File: config.mk
export PLATFORM = sky130hd
export DESIGN_NAME = igmp_message_classifier
export DESIGN_NICKNAME = d
export VERILOG_FILES = /design/src/logic/igmp_pkg.sv /design/src/logic/igmp_class_if.sv /design/src/logic/igmp_counters.sv /design/src/logic/igmp_message_classifier.sv
export VERILOG_INCLUDE_DIRS = /design/src /design/src/logic
export SDC_FILE = /design/constraint.sdc
export NUM_CORES = 1
export LEC_CHECK = 0
export BUFFER_PORTS_ARGS = -buffer_cell sky130_fd_sc_hd__buf_2
export CAP_MARGIN = 20
export CORE_ASPECT_RATIO = 1.5
export CORE_UTILIZATION = 35
export DETAILED_ROUTE_END_ITERATION = 16
export SYNTH_ARGS = -nofsm -noshare
export SYNTH_HDL_FRONTEND = slang
export SYNTH_SLANG_ARGS = --single-unit
File: constraint.sdc
create_clock -name core_clk_in -period 8.12 [get_ports core_clk_in]
set_input_delay 1.624 -clock core_clk_in [delete_from_list [all_inputs] [get_ports core_clk_in]]
set_output_delay 1.624 -clock core_clk_in [all_outputs]
set_load 0.005 [all_outputs]
File: src/logic/igmp_defs.svh
`ifndef IGMP_DEFS_SVH
`define IGMP_DEFS_SVH

// header word field positions
`define IGMP_TYPE_MSB 31
`define IGMP_TYPE_LSB 24
`define IGMP_RESP_MSB 23
`define IGMP_RESP_LSB 16
`define IGMP_CSUM_MSB 15
`define IGMP_CSUM_LSB 0
`define IGMP_HALF_MSB 31
`define IGMP_HALF_LSB 16

// type codes
`define IGMP_TYPE_QUERY 8'h11
`define IGMP_TYPE_V1_REPORT 8'h12
`define IGMP_TYPE_V2_REPORT 8'h16
`define IGMP_TYPE_V2_LEAVE 8'h17

// group address that marks a general query
`define IGMP_GENERAL_GROUP 32'h0000_0000

// ones-complement sum of a correct message
`define IGMP_CSUM_GOOD 16'hffff

// counter width and reset values
`define IGMP_CNT_W 16
`define IGMP_CNT_MAX 16'hffff
`define IGMP_CNT_RESET 16'h0000
`define IGMP_WORD_RESET 32'h0000_0000
`define IGMP_BYTE_RESET 8'h00
`define IGMP_HALF_RESET 16'h0000

`endif

File: src/logic/igmp_pkg.sv
package igmp_pkg;
`include "igmp_defs.svh"

	typedef enum logic [2:0] {
		CLS_UNKNOWN = 3'h0,
		CLS_GENERAL_QUERY = 3'h1,
		CLS_GROUP_QUERY = 3'h2,
		CLS_V1_REPORT = 3'h3,
		CLS_V2_REPORT = 3'h4,
		CLS_V2_LEAVE = 3'h5
	} msg_class_t;

	// gray sequence: header -> group -> skip
	typedef enum logic [1:0] {
		ST_HDR = 2'b00,
		ST_GRP = 2'b01,
		ST_SKIP = 2'b11
	} parse_state_t;

	typedef struct packed {
		parse_state_t fsm;
		logic [7:0] msg_type;
		logic [7:0] resp_time;
		logic [15:0] checksum;
		logic [15:0] hdr_sum;
		logic [31:0] group_addr;
		msg_class_t cls;
		logic cls_valid;
		logic csum_ok;
		logic track_update;
	} parser_state_t;

	typedef struct packed {
		logic [`IGMP_CNT_W-1:0] queries;
		logic [`IGMP_CNT_W-1:0] v1_reports;
		logic [`IGMP_CNT_W-1:0] v2_reports;
		logic [`IGMP_CNT_W-1:0] v2_leaves;
	} counter_state_t;

endpackage : igmp_pkg

File: src/logic/igmp_class_if.sv
`timescale 1ns/1ps
interface igmp_class_if;
	import igmp_pkg::*;
	logic valid;
	msg_class_t cls;

	modport src (output valid, output cls);
	modport sink (input valid, input cls);
endinterface : igmp_class_if

File: src/logic/igmp_counters.sv
`timescale 1ns/1ps
`include "igmp_defs.svh"
module igmp_counters (
	input wire logic core_clk_in,
	input wire logic nrst_in,
	igmp_class_if.sink cls_if,
	output logic [`IGMP_CNT_W-1:0] query_count_out,
	output logic [`IGMP_CNT_W-1:0] v1_report_count_out,
	output logic [`IGMP_CNT_W-1:0] v2_report_count_out,
	output logic [`IGMP_CNT_W-1:0] v2_leave_count_out
);
	import igmp_pkg::*;

	counter_state_t cnt_reg;
	counter_state_t cnt_next;

	// saturate so a long-running count never wraps back to a small value
	function automatic logic [`IGMP_CNT_W-1:0] sat_inc(input logic [`IGMP_CNT_W-1:0] v);
		sat_inc = (v == `IGMP_CNT_MAX) ? v : v + `IGMP_CNT_W'(1);
	endfunction : sat_inc

	always_comb begin
		cnt_next = cnt_reg;
		if (cls_if.valid) begin
			unique case (cls_if.cls)
				CLS_GENERAL_QUERY,
				CLS_GROUP_QUERY: cnt_next.queries = sat_inc(cnt_reg.queries);
				CLS_V1_REPORT: cnt_next.v1_reports = sat_inc(cnt_reg.v1_reports);
				CLS_V2_REPORT: cnt_next.v2_reports = sat_inc(cnt_reg.v2_reports);
				CLS_V2_LEAVE: cnt_next.v2_leaves = sat_inc(cnt_reg.v2_leaves);
				CLS_UNKNOWN: cnt_next = cnt_reg;
				default: cnt_next = cnt_reg;
			endcase
		end
	end

	always_ff @(posedge core_clk_in or negedge nrst_in) begin
		if (!nrst_in) begin
			cnt_reg <= '{`IGMP_CNT_RESET, `IGMP_CNT_RESET, `IGMP_CNT_RESET, `IGMP_CNT_RESET};
		end else begin
			cnt_reg <= cnt_next;
		end
	end

	assign query_count_out = cnt_reg.queries;
	assign v1_report_count_out = cnt_reg.v1_reports;
	assign v2_report_count_out = cnt_reg.v2_reports;
	assign v2_leave_count_out = cnt_reg.v2_leaves;
endmodule : igmp_counters

File: src/logic/igmp_message_classifier.sv
`timescale 1ns/1ps
`include "igmp_defs.svh"
// Behaviour
// - the first word gives type (top octet), max response time (next octet) and checksum (low 16 bits).
// - the second word is the group address, and all zeros there marks a general query.
// - type 0x11 with group 0.0.0.0 is a general membership query.
// - type 0x11 with a non-zero group is a group-specific query.
// - type 0x16 is a version 2 report, a join of the group.
// - type 0x17 is a version 2 leave of the group.
// - type 0x12 is a version 1 report, a join of the group.
// - messages are fixed length, so words after the group word are skipped with no option parsing.
// - separate counts are kept of queries, v1 reports, v2 reports and v2 leaves.
module igmp_message_classifier (
	input wire logic core_clk_in,
	input wire logic nrst_in,
	input wire logic word_valid_in,
	input wire logic word_first_in,
	input wire logic [31:0] word_in,
	output logic class_valid_out,
	output igmp_pkg::msg_class_t class_out,
	output logic [7:0] msg_type_out,
	output logic [7:0] resp_time_out,
	output logic [15:0] checksum_out,
	output logic [31:0] group_addr_out,
	output logic checksum_ok_out,
	output logic track_update_out,
	output logic [`IGMP_CNT_W-1:0] query_count_out,
	output logic [`IGMP_CNT_W-1:0] v1_report_count_out,
	output logic [`IGMP_CNT_W-1:0] v2_report_count_out,
	output logic [`IGMP_CNT_W-1:0] v2_leave_count_out
);
	import igmp_pkg::*;

	parser_state_t st_reg;
	parser_state_t st_next;
	logic hdr_take;
	logic grp_take;
	msg_class_t grp_cls;

	igmp_class_if cls_bus ();

	// ones-complement add with end-around carry
	function automatic logic [15:0] oc_add(input logic [15:0] a, input logic [15:0] b);
		logic [16:0] s;
		s = {1'b0, a} + {1'b0, b};
		oc_add = s[15:0] + {15'h0000, s[16]};
	endfunction : oc_add

	function automatic msg_class_t classify(input logic [7:0] t, input logic [31:0] grp);
		classify = CLS_UNKNOWN;
		if (t == `IGMP_TYPE_QUERY && grp == `IGMP_GENERAL_GROUP) begin
			classify = CLS_GENERAL_QUERY;
		end else if (t == `IGMP_TYPE_QUERY) begin
			classify = CLS_GROUP_QUERY;
		end else if (t == `IGMP_TYPE_V2_REPORT) begin
			classify = CLS_V2_REPORT;
		end else if (t == `IGMP_TYPE_V2_LEAVE) begin
			classify = CLS_V2_LEAVE;
		end else if (t == `IGMP_TYPE_V1_REPORT) begin
			classify = CLS_V1_REPORT;
		end
	endfunction : classify

	// a first-word marker restarts parsing from any state, so a truncated message cannot poison the next
	assign hdr_take = word_valid_in && word_first_in;
	assign grp_take = word_valid_in && !word_first_in && st_reg.fsm == ST_GRP;
	assign grp_cls = classify(st_reg.msg_type, word_in);

	always_comb begin
		st_next = st_reg;
		st_next.cls_valid = 1'b0;
		st_next.track_update = 1'b0;
		if (hdr_take) begin
			st_next.fsm = ST_GRP;
			st_next.msg_type = word_in[`IGMP_TYPE_MSB:`IGMP_TYPE_LSB];
			st_next.resp_time = word_in[`IGMP_RESP_MSB:`IGMP_RESP_LSB];
			st_next.checksum = word_in[`IGMP_CSUM_MSB:`IGMP_CSUM_LSB];
			st_next.hdr_sum = oc_add(word_in[`IGMP_HALF_MSB:`IGMP_HALF_LSB], word_in[`IGMP_CSUM_MSB:`IGMP_CSUM_LSB]);
		end else if (word_valid_in) begin
			unique case (st_reg.fsm)
				ST_HDR: st_next.fsm = ST_HDR;
				ST_GRP: begin
					st_next.fsm = ST_SKIP;
					st_next.group_addr = word_in;
					st_next.cls = grp_cls;
					st_next.cls_valid = 1'b1;
					st_next.track_update = (grp_cls != CLS_UNKNOWN);
					st_next.csum_ok = oc_add(oc_add(st_reg.hdr_sum, word_in[`IGMP_HALF_MSB:`IGMP_HALF_LSB]),
						word_in[`IGMP_CSUM_MSB:`IGMP_CSUM_LSB]) == `IGMP_CSUM_GOOD;
				end
				// fixed-length messages: trailing words carry nothing to parse
				ST_SKIP: st_next.fsm = ST_SKIP;
				default: st_next.fsm = ST_HDR;
			endcase
		end
	end

	always_ff @(posedge core_clk_in or negedge nrst_in) begin
		if (!nrst_in) begin
			st_reg <= '{ST_HDR, `IGMP_BYTE_RESET, `IGMP_BYTE_RESET, `IGMP_HALF_RESET, `IGMP_HALF_RESET,
				`IGMP_WORD_RESET, CLS_UNKNOWN, 1'b0, 1'b0, 1'b0};
		end else begin
			st_reg <= st_next;
		end
	end

	assign cls_bus.valid = st_reg.cls_valid;
	assign cls_bus.cls = st_reg.cls;

	igmp_counters u_counters (
		.core_clk_in(core_clk_in),
		.nrst_in(nrst_in),
		.cls_if(cls_bus.sink),
		.query_count_out(query_count_out),
		.v1_report_count_out(v1_report_count_out),
		.v2_report_count_out(v2_report_count_out),
		.v2_leave_count_out(v2_leave_count_out)
	);

	assign class_valid_out = st_reg.cls_valid;
	assign class_out = st_reg.cls;
	assign msg_type_out = st_reg.msg_type;
	assign resp_time_out = st_reg.resp_time;
	assign checksum_out = st_reg.checksum;
	assign group_addr_out = st_reg.group_addr;
	assign checksum_ok_out = st_reg.csum_ok;
	assign track_update_out = st_reg.track_update;
endmodule : igmp_message_classifier

==> flow_summary.yaml <==
cells_and_area:
  num_antenna_cells: 0
  final_core_util_pct: 40.40
  largest_reg_flops: 32
  drive_gt1_share_pct: 24.78
  final_cell_count_no_fill: 1504
  layout.nets: 1246
  nFillCells: 2798
  area_growth_pct: 13.63
route:
  num_vias: 7835
  wl_per_cell_um: 17.94
  ant_nets: 0
  drtPass1Iterations: 4
  wirelength_um: 26990
  drtIter0Drc: 252
  viasPerCell: 5.209
  drc_errors: 0
logic_synthesis:
  ys_seq_area_share_pct: 38.39
  synth_area_per_cell_um2: 9.564
  yosys.area.top_type: "dfrtp_1"
  synth_area_leaders: "dfrtp_1, ha_1, xnor2_1, nand2_1, buf_4"
  synth.area.mux_share_pct: 4.394
  ys_ff_latch: 152
  synth-xor-area-share_pct: 10.47
  synth_enable_flop_cells: 0
  syn_nets: 1137
  syn_inst: 1036
  synth_compound_area_share_pct: 11.49
  syn_area_mm2: 0.009908
  synth_cell_type_count: 83
  synth_top_area_share_pct: 38.39
  async_flop_share_pct: 100.0
  synth-simple-area-share_pct: 19.95
  synth_ff_type: "dfrtp_1"
  yosysWarnings: 0
  synth_fa_ha_area_share_pct: 8.435
  synth_top_family_by_area: "simple AND/OR/NAND/NOR gates"
min_path:
  hp-class: "flip-flop to flip-flop"
  hold_start: "st_reg[86]"
  min_to: "st_reg[86]"
  whs_path_depth: 1
placed_design:
  routabilityCongestion: 0.8518
  hpwlAfterDp_um: 21120
  post-place-cells: 1472
  io_buffers: 169
timing:
  period_minus_slack_ns: 7.454
  relSlewSlack_pct: 41.84
  setup_viol: 0
  fmax_mhz: 134.2
  finalMaxSlewViolations: 0
  finalClockSkew_ns: 0.01174
  worst_pin_slew_ns: 0.8725
  finalCritPeriodShare_pct: 91.80
  hold-worst-slack_ns: 0.4599
  hold_viol: 0
  setup_tns_ns: 0
  rsz0062_at_grt: "no"
setup_path:
  reg2reg_depth: 33
  worst_path_most_repeated_cell: "ha_1"
  r2r-end: "checksum_ok_out"
  crit_path_end_kind: "flip-flop"
  cp_max_fo: 5
  cp.arrival_ns: 7.77
  slowest_delay_ns: 0.39
  cp-start-kind: "input port"
  crit_start: "word_in[16]"
  reg2reg_from: "st_reg[38]"
  cpMaxStageDelayCell: "fa_1"
  path_class: "input port to flip-flop"
  cp.required_ns: 8.44
  reg2reg_slack_ns: 1.66
die:
  fp-row-count: 75
  start_util_pct: 35.55
  coreArea_mm2: 0.02787
  dieArea_mm2: 0.02900
  io_pins: 170
  die_w_um: 139.4
  die_h_um: 208.1
cts:
  cts.sinks: 152
  numCtsBuffers: 17
  post_cts_buffers: 0
  clockBufferDepth: 2
  cts_tree: "yes"
  cts_root_buffer: "clkbuf_16"
  clk_pin_slew_ns: 0.06
  htreeDepth: 4
  clkLatencyLatePin_ns: 0.44
power:
  seqPwrFrac_pct: 31.2
  intPower_mw: 1.833
  p_switching_mw: 1.098
  combPwrFrac_pct: 41.1
  clockPowerShare_pct: 27.7
  power.density_mw_per_mm2: 260.4
  p_leak_nw: 5.383
  fin_total_pwr_mw: 2.932
  ir_worst_vdd_mv: 0.1604
  switching_share_pct: 37.46
global_route:
  grt_pass1_wl_um: 43090
  grt_pass1_vias: 7802
  grt_max_degree: 94
  grt_overflow_total: 0
  grt_antenna_before_repair: 0
  grt_use_total_pct: 19.39
run_status:
  outcome: "finished clean"
flow_run:
  maxCapViolCount: 0
-- routing by layer --
metal | vias to the layer above | global-route usage [%] | routed length [µm]
li1 | 3793 | - | -
met1 | 3790 | 22.05 | 10830
met2 | 220 | 35.71 | 14310
met3 | 32 | 3.613 | 1153
met4 | 0 | 6.935 | 697
met5 | - | 0 | 0
-- worst max path at each step --
stage	end	slack, ns	depth (start not counted)
floorplan	checksum_ok_out	1.18	32
global placement	checksum_ok_out	0.52	35
detailed placement	checksum_ok_out	0.31	34
CTS	checksum_ok_out	0.79	36
global route	checksum_ok_out	0.09	36
finish	checksum_ok_out	0.67	34
-- cells in the mapped netlist, drive strengths merged (8+ instances only) --
| master | n |
|---|---|
| clkbuf | 11 |
| xnor2 | 76 |
| o21a | 8 |
| nand4 | 28 |
| nor3 | 26 |
| nand3 | 22 |
| o21ai | 42 |
| nand2 | 173 |
| a21o | 12 |
| buf | 73 |
| a21oi | 23 |
| dfrtp | 152 |
| ha | 62 |
| inv | 27 |
| mux2 | 36 |
| nor2 | 57 |
| and3 | 11 |
| nor2b | 13 |
| o31ai | 9 |
| a31oi | 10 |
| nor4 | 16 |
| nand2b | 13 |
| xor2 | 39 |
-- cell families after synthesis --
family                     count (synthesis)
and+or+nand+nor                          400
AOI/OAI and AO/OA                        152
DFF                                      152
xor gates and xnor gates                 116
buffers and inverters                    112
adders and majority gates                 65
muxes                                     39
-- stage by stage --
step | worst slack [ns] | area [µm²]
final | 0.6662 | 11260
after global routing | 0.08768 | 11260
after floorplan | 1.181 | 9908
after CTS | 0.7858 | 11250
after global placement | 0.5227 | 10660
after detailed placement | 0.3066 | 10660
-- critical path: cells and delay by family --
kind            cells  cell delay, ns
compound gates     14            2.08
buf+inv             3            0.31
fa+ha+maj           6            1.54
mux                 1            0.10
simple gates       10            2.09
-- layout make-up --
type / count / area (µm²) / area share, %
clock buffers: 20 / 456.7 / 4.056
multi-input cells: 772 / 5431 / 48.24
clock inverters: 12 / 138.9 / 1.234
well taps: 346 / 432.9 / 3.845
inverters: 28 / 105.1 / 0.9335
flip-flops and latches: 152 / 3804 / 33.79
repair buffers: 174 / 889.6 / 7.902
-- cells in the final DEF, fill, tap and decap left out, types with 5 or more instances in the layout --
| master | synthesis | routed |
|---|---|---|
| dfrtp_1 | 152 | 152 |
| nor2b_1 | 13 | 13 |
| or3_1 | 5 | 5 |
| o21a_1 | 7 | 7 |
| nor4_1 | 13 | 13 |
| ha_1 | 62 | 62 |
| a31oi_1 | 10 | 10 |
| clkbuf_16 | 0 | 17 |
| o21ai_1 | 9 | 9 |
| nor3b_1 | 6 | 6 |
| xor2_1 | 39 | 39 |
| nor3_1 | 24 | 23 |
| buf_2 | 1 | 168 |
| buf_4 | 67 | 5 |
| and2_1 | 6 | 6 |
| nand2_1 | 173 | 172 |
| nand3_1 | 22 | 22 |
| nand3b_1 | 5 | 5 |
| a21oi_1 | 20 | 20 |
| and4_1 | 6 | 6 |
| o21ai_0 | 33 | 33 |
| nor2_1 | 56 | 56 |
| inv_1 | 27 | 27 |
| xnor2_1 | 75 | 75 |
| nand2b_1 | 13 | 13 |
| a21o_1 | 12 | 12 |
| and3_1 | 10 | 10 |
| mux2_2 | 36 | 36 |
| nand4_1 | 27 | 27 |
-- power groups by stage --
| stage | combinational, mW | clock, mW | sequential, mW |
|---|---|---|---|
| final | 1.20 | 0.813 | 0.914 |
| after detailed placement | 1.20 | 0 | 0.929 |
| after floorplan | 0.958 | 0 | 0.910 |
| after CTS | 1.21 | 0.843 | 0.915 |
| after global routing | 1.34 | 0.869 | 0.926 |
| after global placement | 1.19 | 0 | 0.925 |
-- timing repair --
item | 4_1_cts | 5_1_grt
setup endpoints to repair | 0 | 1
gates resized for setup | 0 | 1
hold buffers | 0 | 0
endpoints found under the hold margin | 0 | 0
Note: power is estimated with default switching activity, not from simulation.
